**config.mk**
```make
export PLATFORM = sky130hd
export DESIGN_NAME = ppm_top
export DESIGN_NICKNAME = d
export VERILOG_FILES = /design/src/rtl/ppm_pkg.sv /design/src/rtl/ppm_hs_port.sv /design/src/rtl/ppm_irq.sv /design/src/rtl/ppm_top.sv
export VERILOG_INCLUDE_DIRS = /design/src /design/src/rtl
export SDC_FILE = /design/constraint.sdc
export NUM_CORES = 1
export LEC_CHECK = 0
export ABC_AREA = 1
export BUFFER_PORTS_ARGS = -buffer_cell sky130_fd_sc_hd__buf_2
export CAP_MARGIN = 25
export CORE_AREA = 2 2 111 113
export DETAILED_ROUTE_END_ITERATION = 8
export DIE_AREA = 0 0 113 115
export HOLD_SLACK_MARGIN = 0.15
export PLACE_DENSITY_LB_ADDON = 0.08
export SLEW_MARGIN = 30
export SYNTH_ARGS = -nofsm -noshare
export SYNTH_HDL_FRONTEND = slang
export SYNTH_SLANG_ARGS = --single-unit
```
**constraint.sdc**
```tcl
create_clock -name clk_sys -period 2.3 [get_ports clk_sys]
set_input_delay 0 -clock clk_sys [delete_from_list [all_inputs] [get_ports clk_sys]]
set_output_delay 0 -clock clk_sys [all_outputs]
set_load 0.03 [all_outputs]
```
**src/rtl/ppm_params.svh**
```systemverilog
// Purpose: Constants of the parallel port block: offsets, fields, pin roles.
// Assumes: Included by each design file of the block except the package.
// Notes: Config direction bits: 1 drives the lines, 0 samples them.
//
// Behaviour
// RQ1 - The block offers 24 software-programmable lines toward the connector.
// RQ2 - The lines form three byte-wide ports port_a, port_b and port_c, bits 0 to 7.
// RQ3 - Each port is set to input or output on its own, so mixed use is possible.
// RQ4 - In mode 0 port_c is two plain 4-bit ports with no handshake lines.
// RQ5 - Mode 1 input puts input_full_flag, strobe_in_n and request of port_a on bits 5..3, and strobe, flag and request of port_b on bits 2..0.
// RQ6 - Mode 1 output puts output_full_n and accept of port_a on bits 7..6, request on bit 3, and accept, output_full_n and request of port_b on bits 2..0.
// RQ7 - Mode 2 puts port_a output_full_n, accept, input_full_flag, strobe_in_n and request on bits 7..3, leaving bits 2..0 plain.
// RQ8 - Strobe, accept and output-full lines are active low; input-full and request are active high.
// RQ9 - The far party pulls strobe_in_n low to present data, and the port captures it while low.
// RQ10 - The input_full_flag rises once data sits in the input latch.
// RQ11 - A software write pulls output_full_n low, and the far party answers with accept low.
// RQ12 - The service_request line rises for a transfer needing attention only if its enable is set.
`ifndef PPM_PARAMS_SVH
`define PPM_PARAMS_SVH

// ----------------------------------------
// Register byte addresses
// ----------------------------------------
`define PPM_ADR_PORT_A 8'h00
`define PPM_ADR_PORT_B 8'h04
`define PPM_ADR_PORT_C 8'h08
`define PPM_ADR_CONFIG 8'h0c
`define PPM_ADR_IRQ_STAT 8'h10
`define PPM_ADR_IRQ_MASK 8'h14

// ----------------------------------------
// Config fields and reset values
// ----------------------------------------
`define PPM_CFG_W 10
`define PPM_CFG_RST 10'h000
`define PPM_CFG_AMODE_HI 1
`define PPM_CFG_AMODE_LO 0
`define PPM_CFG_BMODE 2
`define PPM_CFG_ADIR 3
`define PPM_CFG_BDIR 4
`define PPM_CFG_CHDIR 5
`define PPM_CFG_CLDIR 6
`define PPM_CFG_INTE_AI 7
`define PPM_CFG_INTE_AO 8
`define PPM_CFG_INTE_B 9
`define PPM_BYTE_RST 8'h00
`define PPM_BYTE_ONES 8'hff
`define PPM_NIB_ONES 4'hf
`define PPM_EVT_RST 4'h0
`define PPM_WORD_RST 32'h0000_0000

// ----------------------------------------
// Port C bit roles
// ----------------------------------------
`define PPM_PC_OBF_A 7
`define PPM_PC_ACK_A 6
`define PPM_PC_IBF_A 5
`define PPM_PC_STB_A 4
`define PPM_PC_SRQ_A 3
`define PPM_PC_STB_B 2
`define PPM_PC_ACK_B 2
`define PPM_PC_IBF_B 1
`define PPM_PC_OBF_B 1
`define PPM_PC_SRQ_B 0

// ----------------------------------------
// Interrupt status bits
// ----------------------------------------
`define PPM_EV_A_IN 0
`define PPM_EV_A_OUT 1
`define PPM_EV_B_IN 2
`define PPM_EV_B_OUT 3

`endif

```
**src/rtl/ppm_pkg.sv**
```systemverilog
// Purpose: Types shared by the parallel port block.
// Assumes: Nothing beyond the language.
// Notes: Mode codes follow from the config field decode in the top.
package ppm_pkg;
    typedef enum logic [1:0] {PPM_MODE0, PPM_MODE1, PPM_MODE2} ppm_mode_e;
    typedef logic [3:0] ppm_evt_t;
    typedef logic [7:0] ppm_byte_t;
endpackage

```
**src/rtl/ppm_hs_port.sv**
```systemverilog
// Purpose: Strobed input latch and output holding register of one port.
// Assumes: Handshake pins are synchronous to clk_sys.
// Notes: A set and a clear in one cycle resolve to the set.
`timescale 1ns/1ps
`include "ppm_params.svh"
module ppm_hs_port
(
    // Clock and reset
    input wire logic clk_sys,
    input wire logic reset_n,
    // Mode
    input wire logic in_en,
    input wire logic out_en,
    // Host side
    input wire logic wr,
    input wire ppm_pkg::ppm_byte_t wr_data,
    input wire logic rd,
    // Pins
    input wire ppm_pkg::ppm_byte_t pin_in,
    input wire logic strobe_in_n,
    input wire logic accept_n,
    // State
    output ppm_pkg::ppm_byte_t latch,
    output ppm_pkg::ppm_byte_t out_data,
    output logic input_full_flag,
    output logic output_full_n,
    output logic service_request_in,
    output logic service_request_out,
    output logic ev_in,
    output logic ev_out
);
    import ppm_pkg::*;

    logic stb_q;
    logic ack_q;
    logic capture;
    logic stb_rise;
    logic ack_rise;

    assign capture = in_en && !strobe_in_n; // see RQ8
    assign stb_rise = in_en && strobe_in_n && !stb_q;
    assign ack_rise = out_en && accept_n && !ack_q;
    assign ev_in = capture && !input_full_flag;
    assign ev_out = ack_rise;

    always_ff @(posedge clk_sys)
    begin
        if (!reset_n)
        begin
            stb_q <= 1'b1;
            ack_q <= 1'b1;
        end
        else
        begin
            stb_q <= strobe_in_n;
            ack_q <= accept_n;
        end
    end

    // ----------------------------------------
    // Input side
    // ----------------------------------------
    always_ff @(posedge clk_sys)
    begin
        if (!reset_n)
            latch <= `PPM_BYTE_RST;
        else if (capture)
            latch <= pin_in; // see RQ9
    end

    always_ff @(posedge clk_sys)
    begin
        if (!reset_n)
            input_full_flag <= 1'b0;
        else if (capture)
            input_full_flag <= 1'b1; // see RQ10
        else if (rd)
            input_full_flag <= 1'b0;
    end

    // Request waits for the strobe to end so the latch is stable when read
    always_ff @(posedge clk_sys)
    begin
        if (!reset_n)
            service_request_in <= 1'b0;
        else if (stb_rise && input_full_flag)
            service_request_in <= 1'b1;
        else if (rd || capture)
            service_request_in <= 1'b0;
    end

    // ----------------------------------------
    // Output side
    // ----------------------------------------
    always_ff @(posedge clk_sys)
    begin
        if (!reset_n)
            out_data <= `PPM_BYTE_RST;
        else if (wr)
            out_data <= wr_data;
    end

    always_ff @(posedge clk_sys)
    begin
        if (!reset_n)
            output_full_n <= 1'b1;
        else if (wr)
            output_full_n <= 1'b0; // see RQ11
        // Released outside output handshake, so a plain write leaves nothing pending
        else if (!out_en || !accept_n)
            output_full_n <= 1'b1;
    end

    always_ff @(posedge clk_sys)
    begin
        if (!reset_n)
            service_request_out <= 1'b0;
        else if (ack_rise)
            service_request_out <= 1'b1;
        else if (wr)
            service_request_out <= 1'b0;
    end

    a_capture_fills: assert property (@(posedge clk_sys) disable iff (!reset_n)
        capture |=> input_full_flag && latch == $past(pin_in)) // see RQ10
        else $error("strobe did not fill the input latch");
    a_read_empties: assert property (@(posedge clk_sys) disable iff (!reset_n)
        rd && !capture |=> !input_full_flag)
        else $error("read did not clear the input flag");
    a_write_fills: assert property (@(posedge clk_sys) disable iff (!reset_n)
        wr |=> !output_full_n && out_data == $past(wr_data)) // see RQ11
        else $error("write did not lower output full");
    a_accept_frees: assert property (@(posedge clk_sys) disable iff (!reset_n)
        out_en && !accept_n && !wr |=> output_full_n)
        else $error("accept did not release output full");
endmodule

```
**src/rtl/ppm_irq.sv**
```systemverilog
// Purpose: Sticky event status, mask and one level interrupt.
// Assumes: Events are one-cycle pulses.
// Notes: Write one to clear; an event in the clearing cycle survives.
`timescale 1ns/1ps
`include "ppm_params.svh"
module ppm_irq
(
    // Clock and reset
    input wire logic clk_sys,
    input wire logic reset_n,
    // Events and software
    input wire ppm_pkg::ppm_evt_t ev,
    input wire logic clr_we,
    input wire ppm_pkg::ppm_evt_t clr_data,
    input wire logic mask_we,
    input wire ppm_pkg::ppm_evt_t mask_data,
    // State
    output ppm_pkg::ppm_evt_t status,
    output ppm_pkg::ppm_evt_t mask,
    output logic irq
);
    import ppm_pkg::*;

    ppm_evt_t clr;

    assign clr = clr_we ? clr_data : `PPM_EVT_RST;
    assign irq = |(status & mask);

    always_ff @(posedge clk_sys)
    begin
        if (!reset_n)
            status <= `PPM_EVT_RST;
        else
            status <= (status & ~clr) | ev;
    end

    always_ff @(posedge clk_sys)
    begin
        if (!reset_n)
            mask <= `PPM_EVT_RST;
        else if (mask_we)
            mask <= mask_data;
    end

    a_event_sticks: assert property (@(posedge clk_sys) disable iff (!reset_n)
        (ev != `PPM_EVT_RST) |=> ((status & $past(ev)) == $past(ev)))
        else $error("event bit not set in status");
endmodule

```
**src/rtl/ppm_top.sv**
```systemverilog
// Purpose: Three-port parallel I/O with mode 0, 1 and 2 handshaking on port_c.
// Assumes: Classic Wishbone slave, all pins synchronous to clk_sys.
// Notes: Pin outputs are registered, so they trail register changes by a cycle.
//
// Design decisions made here: the Wishbone interface to the registers and the register addresses.
`timescale 1ns/1ps
`include "ppm_params.svh"
module ppm_top
(
    // Clock and reset
    input wire logic clk_sys,
    input wire logic reset_n,
    // Wishbone slave
    input wire logic wb_cyc_i,
    input wire logic wb_stb_i,
    input wire logic wb_we_i,
    input wire logic [7:0] wb_adr_i,
    input wire logic [3:0] wb_sel_i,
    input wire logic [31:0] wb_dat_i,
    output logic [31:0] wb_dat_o,
    output logic wb_ack_o,
    // Port A pins
    input wire ppm_pkg::ppm_byte_t port_a_in,
    output ppm_pkg::ppm_byte_t port_a_out,
    output ppm_pkg::ppm_byte_t port_a_oe_n,
    // Port B pins
    input wire ppm_pkg::ppm_byte_t port_b_in,
    output ppm_pkg::ppm_byte_t port_b_out,
    output ppm_pkg::ppm_byte_t port_b_oe_n,
    // Port C pins
    input wire ppm_pkg::ppm_byte_t port_c_in,
    output ppm_pkg::ppm_byte_t port_c_out,
    output ppm_pkg::ppm_byte_t port_c_oe_n,
    // Interrupt
    output logic irq
);
    import ppm_pkg::*;

    // ----------------------------------------
    // Helpers
    // ----------------------------------------
    function automatic ppm_mode_e mode_of(input logic [1:0] f);
        ppm_mode_e m;
        case (f)
            2'h0: m = PPM_MODE0;
            2'h1: m = PPM_MODE1;
            default: m = PPM_MODE2;
        endcase
        return m;
    endfunction

    function automatic logic [31:0] merge(input logic [31:0] old,
        input logic [31:0] nv, input logic [3:0] sel);
        logic [31:0] r;
        r = old;
        for (int i = 0; i < 4; i++)
        begin
            if (sel[i])
                r[i*8 +: 8] = nv[i*8 +: 8];
        end
        return r;
    endfunction

    // ----------------------------------------
    // Declarations
    // ----------------------------------------
    logic [`PPM_CFG_W-1:0] cfg;
    ppm_byte_t pc_gp;
    logic access;
    logic wr_acc;
    logic rd_acc;
    logic wr_a;
    logic wr_b;
    logic rd_a;
    logic rd_b;
    ppm_mode_e amode;
    logic bm1;
    logic a_in_en;
    logic a_out_en;
    logic b_in_en;
    logic b_out_en;
    ppm_byte_t latch_a;
    ppm_byte_t latch_b;
    ppm_byte_t data_a;
    ppm_byte_t data_b;
    logic ibf_a;
    logic ibf_b;
    logic obf_a_n;
    logic obf_b_n;
    logic ii_a;
    logic io_a;
    logic ii_b;
    logic io_b;
    logic srq_a;
    logic srq_b;
    ppm_evt_t ev;
    ppm_evt_t irq_status;
    ppm_evt_t irq_mask;
    ppm_byte_t next_pa_out;
    ppm_byte_t next_pa_oe_n;
    ppm_byte_t next_pb_out;
    ppm_byte_t next_pb_oe_n;
    ppm_byte_t next_pc_out;
    ppm_byte_t next_pc_oe_n;
    ppm_byte_t rd_pa;
    ppm_byte_t rd_pb;
    ppm_byte_t rd_pc;
    logic [31:0] next_rdata;
    logic [31:0] cfg_word;
    logic [31:0] gp_word;
    logic ev_ai;
    logic ev_ao;
    logic ev_bi;
    logic ev_bo;
    logic [31:0] cfg_merged;
    logic [31:0] gp_merged;

    // ----------------------------------------
    // Bus decode
    // ----------------------------------------
    assign access = wb_cyc_i && wb_stb_i && !wb_ack_o;
    assign wr_acc = access && wb_we_i;
    assign rd_acc = access && !wb_we_i;
    assign wr_a = wr_acc && wb_sel_i[0] && wb_adr_i == `PPM_ADR_PORT_A;
    assign wr_b = wr_acc && wb_sel_i[0] && wb_adr_i == `PPM_ADR_PORT_B;
    assign rd_a = rd_acc && wb_adr_i == `PPM_ADR_PORT_A;
    assign rd_b = rd_acc && wb_adr_i == `PPM_ADR_PORT_B;
    assign cfg_word = {22'h00_0000, cfg};
    assign gp_word = {24'h00_0000, pc_gp};
    assign cfg_merged = merge(cfg_word, wb_dat_i, wb_sel_i);
    assign gp_merged = merge(gp_word, wb_dat_i, wb_sel_i);

    // ----------------------------------------
    // Mode decode
    // ----------------------------------------
    assign amode = mode_of(cfg[`PPM_CFG_AMODE_HI:`PPM_CFG_AMODE_LO]);
    // Mode 2 takes five of port_c's lines, so group B cannot handshake then
    assign bm1 = cfg[`PPM_CFG_BMODE] && amode != PPM_MODE2;
    assign a_in_en = (amode == PPM_MODE1 && !cfg[`PPM_CFG_ADIR]) || amode == PPM_MODE2;
    assign a_out_en = (amode == PPM_MODE1 && cfg[`PPM_CFG_ADIR]) || amode == PPM_MODE2;
    assign b_in_en = bm1 && !cfg[`PPM_CFG_BDIR];
    assign b_out_en = bm1 && cfg[`PPM_CFG_BDIR];

    // ----------------------------------------
    // Handshake engines
    // ----------------------------------------
    ppm_hs_port u_hs_a
    (
        .clk_sys(clk_sys),
        .reset_n(reset_n),
        .in_en(a_in_en),
        .out_en(a_out_en),
        .wr(wr_a),
        .wr_data(wb_dat_i[7:0]),
        .rd(rd_a && a_in_en),
        .pin_in(port_a_in),
        // A line this block still drives is never a strobe: pin enables lag a mode change
        .strobe_in_n(port_c_in[`PPM_PC_STB_A] || !port_c_oe_n[`PPM_PC_STB_A]),
        .accept_n(port_c_in[`PPM_PC_ACK_A] || !port_c_oe_n[`PPM_PC_ACK_A]),
        .latch(latch_a),
        .out_data(data_a),
        .input_full_flag(ibf_a),
        .output_full_n(obf_a_n),
        .service_request_in(ii_a),
        .service_request_out(io_a),
        .ev_in(ev_ai),
        .ev_out(ev_ao)
    );

    ppm_hs_port u_hs_b
    (
        .clk_sys(clk_sys),
        .reset_n(reset_n),
        .in_en(b_in_en),
        .out_en(b_out_en),
        .wr(wr_b),
        .wr_data(wb_dat_i[7:0]),
        .rd(rd_b && b_in_en),
        .pin_in(port_b_in),
        .strobe_in_n(port_c_in[`PPM_PC_STB_B] || !port_c_oe_n[`PPM_PC_STB_B]),
        .accept_n(port_c_in[`PPM_PC_ACK_B] || !port_c_oe_n[`PPM_PC_ACK_B]),
        .latch(latch_b),
        .out_data(data_b),
        .input_full_flag(ibf_b),
        .output_full_n(obf_b_n),
        .service_request_in(ii_b),
        .service_request_out(io_b),
        .ev_in(ev_bi),
        .ev_out(ev_bo)
    );

    // Requests stay low unless software has enabled them
    assign srq_a = (ii_a && cfg[`PPM_CFG_INTE_AI]) || (io_a && cfg[`PPM_CFG_INTE_AO]); // see RQ12
    assign srq_b = (ii_b || io_b) && cfg[`PPM_CFG_INTE_B]; // see RQ12

    assign ev = {ev_bo, ev_bi, ev_ao, ev_ai};

    ppm_irq u_irq
    (
        .clk_sys(clk_sys),
        .reset_n(reset_n),
        .ev(ev),
        .clr_we(wr_acc && wb_sel_i[0] && wb_adr_i == `PPM_ADR_IRQ_STAT),
        .clr_data(wb_dat_i[3:0]),
        .mask_we(wr_acc && wb_sel_i[0] && wb_adr_i == `PPM_ADR_IRQ_MASK),
        .mask_data(wb_dat_i[3:0]),
        .status(irq_status),
        .mask(irq_mask),
        .irq(irq)
    );

    // ----------------------------------------
    // Software registers
    // ----------------------------------------
    always_ff @(posedge clk_sys)
    begin
        if (!reset_n)
            cfg <= `PPM_CFG_RST;
        else if (wr_acc && wb_adr_i == `PPM_ADR_CONFIG)
            cfg <= cfg_merged[`PPM_CFG_W-1:0]; // see RQ3
    end

    always_ff @(posedge clk_sys)
    begin
        if (!reset_n)
            pc_gp <= `PPM_BYTE_RST;
        else if (wr_acc && wb_adr_i == `PPM_ADR_PORT_C)
            pc_gp <= gp_merged[7:0];
    end

    // ----------------------------------------
    // Pin composition
    // ----------------------------------------
    always_comb
    begin
        // Mode 0 lines follow the port direction bit as a whole byte
        next_pa_out = data_a; // see RQ1
        next_pa_oe_n = cfg[`PPM_CFG_ADIR] ? `PPM_BYTE_RST : `PPM_BYTE_ONES; // see RQ3
        if (amode == PPM_MODE2)
            next_pa_oe_n = port_c_in[`PPM_PC_ACK_A] ? `PPM_BYTE_ONES : `PPM_BYTE_RST;
        else if (a_in_en)
            next_pa_oe_n = `PPM_BYTE_ONES;
        next_pb_out = data_b;
        next_pb_oe_n = cfg[`PPM_CFG_BDIR] ? `PPM_BYTE_RST : `PPM_BYTE_ONES; // see RQ3
    end

    always_comb
    begin
        next_pc_out = pc_gp; // see RQ4
        next_pc_oe_n[7:4] = cfg[`PPM_CFG_CHDIR] ? 4'h0 : `PPM_NIB_ONES;
        next_pc_oe_n[3:0] = cfg[`PPM_CFG_CLDIR] ? 4'h0 : `PPM_NIB_ONES;
        if (a_in_en)
        begin
            next_pc_out[`PPM_PC_IBF_A] = ibf_a; // see RQ5
            next_pc_oe_n[`PPM_PC_IBF_A] = 1'b0;
            next_pc_oe_n[`PPM_PC_STB_A] = 1'b1;
        end
        if (a_out_en)
        begin
            next_pc_out[`PPM_PC_OBF_A] = obf_a_n; // see RQ6
            next_pc_oe_n[`PPM_PC_OBF_A] = 1'b0;
            next_pc_oe_n[`PPM_PC_ACK_A] = 1'b1;
        end
        if (a_in_en || a_out_en)
        begin
            next_pc_out[`PPM_PC_SRQ_A] = srq_a; // see RQ7
            next_pc_oe_n[`PPM_PC_SRQ_A] = 1'b0;
        end
        if (bm1)
        begin
            next_pc_out[`PPM_PC_IBF_B] = b_in_en ? ibf_b : obf_b_n; // see RQ5
            next_pc_oe_n[`PPM_PC_IBF_B] = 1'b0;
            next_pc_oe_n[`PPM_PC_STB_B] = 1'b1;
            next_pc_out[`PPM_PC_SRQ_B] = srq_b;
            next_pc_oe_n[`PPM_PC_SRQ_B] = 1'b0;
        end
    end

    always_ff @(posedge clk_sys)
    begin
        if (!reset_n)
        begin
            port_a_out <= `PPM_BYTE_RST;
            port_a_oe_n <= `PPM_BYTE_ONES;
            port_b_out <= `PPM_BYTE_RST;
            port_b_oe_n <= `PPM_BYTE_ONES;
            port_c_out <= `PPM_BYTE_RST;
            port_c_oe_n <= `PPM_BYTE_ONES;
        end
        else
        begin
            port_a_out <= next_pa_out; // see RQ2
            port_a_oe_n <= next_pa_oe_n;
            port_b_out <= next_pb_out;
            port_b_oe_n <= next_pb_oe_n;
            port_c_out <= next_pc_out;
            port_c_oe_n <= next_pc_oe_n;
        end
    end

    // ----------------------------------------
    // Read path
    // ----------------------------------------
    always_comb
    begin
        rd_pa = a_in_en ? latch_a : (cfg[`PPM_CFG_ADIR] ? data_a : port_a_in);
        rd_pb = b_in_en ? latch_b : (cfg[`PPM_CFG_BDIR] ? data_b : port_b_in);
        for (int i = 0; i < 8; i++)
            rd_pc[i] = port_c_oe_n[i] ? port_c_in[i] : port_c_out[i];
        case (wb_adr_i)
            `PPM_ADR_PORT_A: next_rdata = {24'h00_0000, rd_pa};
            `PPM_ADR_PORT_B: next_rdata = {24'h00_0000, rd_pb};
            `PPM_ADR_PORT_C: next_rdata = {24'h00_0000, rd_pc};
            `PPM_ADR_CONFIG: next_rdata = cfg_word;
            `PPM_ADR_IRQ_STAT: next_rdata = {28'h000_0000, irq_status};
            `PPM_ADR_IRQ_MASK: next_rdata = {28'h000_0000, irq_mask};
            default: next_rdata = `PPM_WORD_RST;
        endcase
    end

    // Unmapped addresses still answer, with zero data, so a master never hangs
    always_ff @(posedge clk_sys)
    begin
        if (!reset_n)
            wb_ack_o <= 1'b0;
        else
            wb_ack_o <= access;
    end

    always_ff @(posedge clk_sys)
    begin
        if (!reset_n)
            wb_dat_o <= `PPM_WORD_RST;
        else if (rd_acc)
            wb_dat_o <= next_rdata;
    end

    // ----------------------------------------
    // Checks
    // ----------------------------------------
    a_ack_single: assert property (@(posedge clk_sys) disable iff (!reset_n)
        access |=> wb_ack_o ##1 !wb_ack_o)
        else $error("bus answer not a single cycle");
    a_mode0_drive: assert property (@(posedge clk_sys) disable iff (!reset_n)
        amode == PPM_MODE0 && cfg[`PPM_CFG_ADIR] |=> port_a_oe_n == `PPM_BYTE_RST) // see RQ3
        else $error("port_a not driven as output");
    a_mode0_pc_plain: assert property (@(posedge clk_sys) disable iff (!reset_n)
        amode == PPM_MODE0 && !bm1 |=> port_c_out == $past(pc_gp)) // see RQ4
        else $error("port_c not plain in mode 0");
    a_ibf_on_pin: assert property (@(posedge clk_sys) disable iff (!reset_n)
        a_in_en |=> port_c_out[`PPM_PC_IBF_A] == $past(ibf_a)
        && !port_c_oe_n[`PPM_PC_IBF_A]) // see RQ5
        else $error("input full flag not on port_c bit 5");
    a_obf_on_pin: assert property (@(posedge clk_sys) disable iff (!reset_n)
        a_out_en |=> port_c_out[`PPM_PC_OBF_A] == $past(obf_a_n)
        && port_c_oe_n[`PPM_PC_ACK_A]) // see RQ6
        else $error("output full not on port_c bit 7");
    a_mode2_low_plain: assert property (@(posedge clk_sys) disable iff (!reset_n)
        amode == PPM_MODE2 |=> port_c_out[2:0] == $past(pc_gp[2:0])) // see RQ7
        else $error("port_c low bits not plain in mode 2");
    a_srq_gated: assert property (@(posedge clk_sys) disable iff (!reset_n)
        a_in_en && !cfg[`PPM_CFG_INTE_AI] && !cfg[`PPM_CFG_INTE_AO]
        |=> !port_c_out[`PPM_PC_SRQ_A]) // see RQ12
        else $error("request raised while disabled");
endmodule

```
==> results.py <==
metrics = {
    "run_status": {
        "status": "complete, but fails checks",
        "violations": "DRC",
    },
    "power_and_ir_drop": {
        "ir_drop_uv": 466,
        "powerDensity_mw_per_mm2": 729,
        "p_leak_nw": 3.37,
        "power_mw": 4.93,
    },
    "place": {
        "portBuffers": 108,
        "dpl.hpwl_mm": 10.3,
        "placed_cell_area_mm2": 0.00563,
        "gp_congestion": 0.881,
    },
    "timing": {
        "slew_violations": 0,
        "min_period_over_period": 0.925,
        "worst_pin_slew_ns": 0.819,
        "final.min_clock_period_ns": 2.13,
        "slew_headroom": 0.453,
        "hold_violations": 0,
        "setup_violations": 0,
        "rsz0062_at_grt": "no",
        "setup_tns_ns": 0,
        "clock_skew_ns": 0.00826,
        "timing.fmax_mhz": 470,
    },
    "floorplanning": {
        "die_height_um": 115,
        "die_w_um": 113,
        "start_util": 0.440,
        "rows": 40,
        "ios": 155,
        "core-area_mm2": 0.0118,
        "die-area_mm2": 0.0130,
    },
    "routing": {
        "ant_nets": 0,
        "wl_per_cell_um": 14.2,
        "drc": 14,
        "drt_wl_total_mm": 14.5,
        "first_iter_violations": 307,
        "dr_total_vias": 4988,
        "viasPerCell": 4.88,
        "firstDrtPassIters": 7,
    },
    "synth": {
        "syn_area_mm2": 0.00520,
        "ys_top_cells_by_area": "dfxtp_1 (43%), nand2_1 (13%), o21ai_0 (7.6%), buf_4 (5.8%), nor2_1 (4.6%)",
        "ys_seq_elements": 113,
        "yosys.area.top_type_share": 0.435,
        "synthDistinctLibCells": 34,
        "avgSynthCellArea_um2": 7.21,
        "synth_top_area_cell": "dfxtp_1",
        "syn_inst": 721,
        "ys.warnings.count": 0,
        "yosysSeqAreaShare": 0.435,
    },
    "setup_path": {
        "cp-endpoint": "cfg[9]$_SDFFE_PN0P_",
        "r2r_slack_ns": 0.17,
        "crit_type": "flip-flop to flip-flop",
        "required_ns": 2.60,
        "r2r-start": "wb_ack_o$_SDFF_PN0_",
        "critical_path_arrival_ns": 2.43,
        "r2r_end": "cfg[9]$_SDFFE_PN0P_",
        "setup.worst_path.start": "wb_ack_o$_SDFF_PN0_",
        "reg2reg_depth": 8,
        "crit_path_start_kind": "flip-flop",
        "cp-end-kind": "flip-flop",
        "path_max_fanout": 4,
    },
    "clocking": {
        "cts_tree": "built",
        "htree_levels": 4,
        "cts_buffer_depth": 2,
        "worstSkewPairLatency_ns": 0.42,
        "postCtsSetupRepairBufs": 0,
        "clkSinkCount": 113,
        "numCtsBuffers": 17,
        "root_buffer": "clkbuf_16",
        "clk_pin_slew_worst_paths_ns": 0.05,
    },
    "worst_hold_path": {
        "hp-class": "input port to flip-flop",
    },
    "global_route": {
        "grt_pass1_vias": 4697,
        "grt_usage": 0.233,
        "grt_pass1_wl_mm": 23.5,
        "grt-ovfl-total": 0,
        "antenna_found_initial": 0,
        "grt_start_max_net_pins": 52,
    },
    "finish": {
        "mostFrequentLayoutCell": "nand2_1",
        "layout_common_cells": "nand2_1 (186), dfxtp_1 (113), buf_2 (107)",
        "layout-drive-gt1-share": 0.218,
        "syn_to_final_growth_pct": 29.9,
        "fin_area_mm2": 0.00676,
        "diodes": 0,
        "nFillCells": 1119,
        "layout.nets": 937,
    },
    "run": {
        "drv_cap": 0,
    },
}
==> cell type report <==
type | instances | area [um2] | area share
multi-input combinational | 495 | 2320 | 0.344
sequential | 113 | 2260 | 0.335
timing repair buffer | 164 | 1110 | 0.164
clock buffer | 20 | 467 | 0.0690
inverter | 73 | 279 | 0.0413
tap | 147 | 184 | 0.0272
clock inverter | 11 | 136 | 0.0202
==> per-stage QoR <==
stage	worst slack (ns)	utilization	std cells	hold slack, ns
after detailed placement	0.565	0.477	940	0.218
after CTS	0.138	0.572	1023	0.155
after global placement	0.574	0.477	940	0.211
final	0.173	0.572	1023	0.177
after global routing	0.0495	0.572	1023	0.228
after floorplan	0.849	-	742	0.107
==> registers in the layout (all words and copies together) (netlist names), 4 cells and up <==
register / cells
port_c_out: 8
cfg: 10
port_b_out: 8
wb_dat_o: 10
u_irq.status: 4
u_hs_a.out_data: 8
u_hs_b.out_data: 8
pc_gp: 8
u_irq.mask: 4
u_hs_b.latch: 8
port_a_out: 8
u_hs_a.latch: 8
port_c_oe_n: 7
==> cells in the mapped netlist (all sizes together) <==
master,number
inv,71
conb,1
nand3,44
nor2,78
a22oi,1
clkbuf,13
a21oi,51
a31oi,1
o21bai,4
nand2,200
dfxtp,113
nor3,1
buf,48
nand4,3
o211ai,1
nand3b,1
or2,4
clkinv,2
o21ai,84
==> cells by family after synthesis <==
kind of cell / share of synthesized area
other cells: 0.000721
buf+inv: 0.133
flops: 0.435
compound gates: 0.143
simple gates: 0.288
==> what timing repair did <==
item / 4_1_cts / 5_1_grt
gates resized for setup: 0 / 1
hold buffers: 52 / 0
endpoints found under the setup margin: 0 / 2
hold endpoints to repair: 84 / 0
==> report_power, final <==
part	internal (mW)	total, mW	switching [mW]
clock	1.77	2.67	0.900
sequential	1.96	1.97	0.00162
combinational	0.109	0.297	0.188
total	3.84	4.93	1.09
==> routing by layer <==
layer	wire (um)	up-vias	share of wire	global-route usage
met5	0	-	0	0
met4	476	0	0.033	0.115
met3	785	32	0.054	0.0517
met2	6660	173	0.46	0.376
met1	6590	2265	0.45	0.296
li1	-	2518	-	-
==> worst max-delay path, cell delays in order (launching register included) <==
cell and delay [ns]:
dfxtp_1 0.31, inv_1 0.05, nand4_1 0.09, inv_2 0.10, nand3_1 0.13, o21ai_0 0.17, dlygate4sd3_1 0.57, a21oi_1 0.04
dlygate4sd3_1 0.55
==> worst min path at each step <==
stage	start	endpoint	cells past startpoint
2_1_floorplan	port_c_in[4]	u_hs_a.stb_q$_SDFF_PN1_	2
3_3_place_gp	port_c_in[4]	u_hs_a.stb_q$_SDFF_PN1_	3
3_5_place_dp	port_c_in[4]	u_hs_a.stb_q$_SDFF_PN1_	3
4_1_cts	wb_stb_i	wb_dat_o[3]$_SDFFE_PN0N_	6
5_1_grt	wb_stb_i	wb_dat_o[3]$_SDFFE_PN0N_	6
6_report	wb_stb_i	wb_dat_o[3]$_SDFFE_PN0N_	6
No activity file was read; power rests on OpenSTA's default activity.
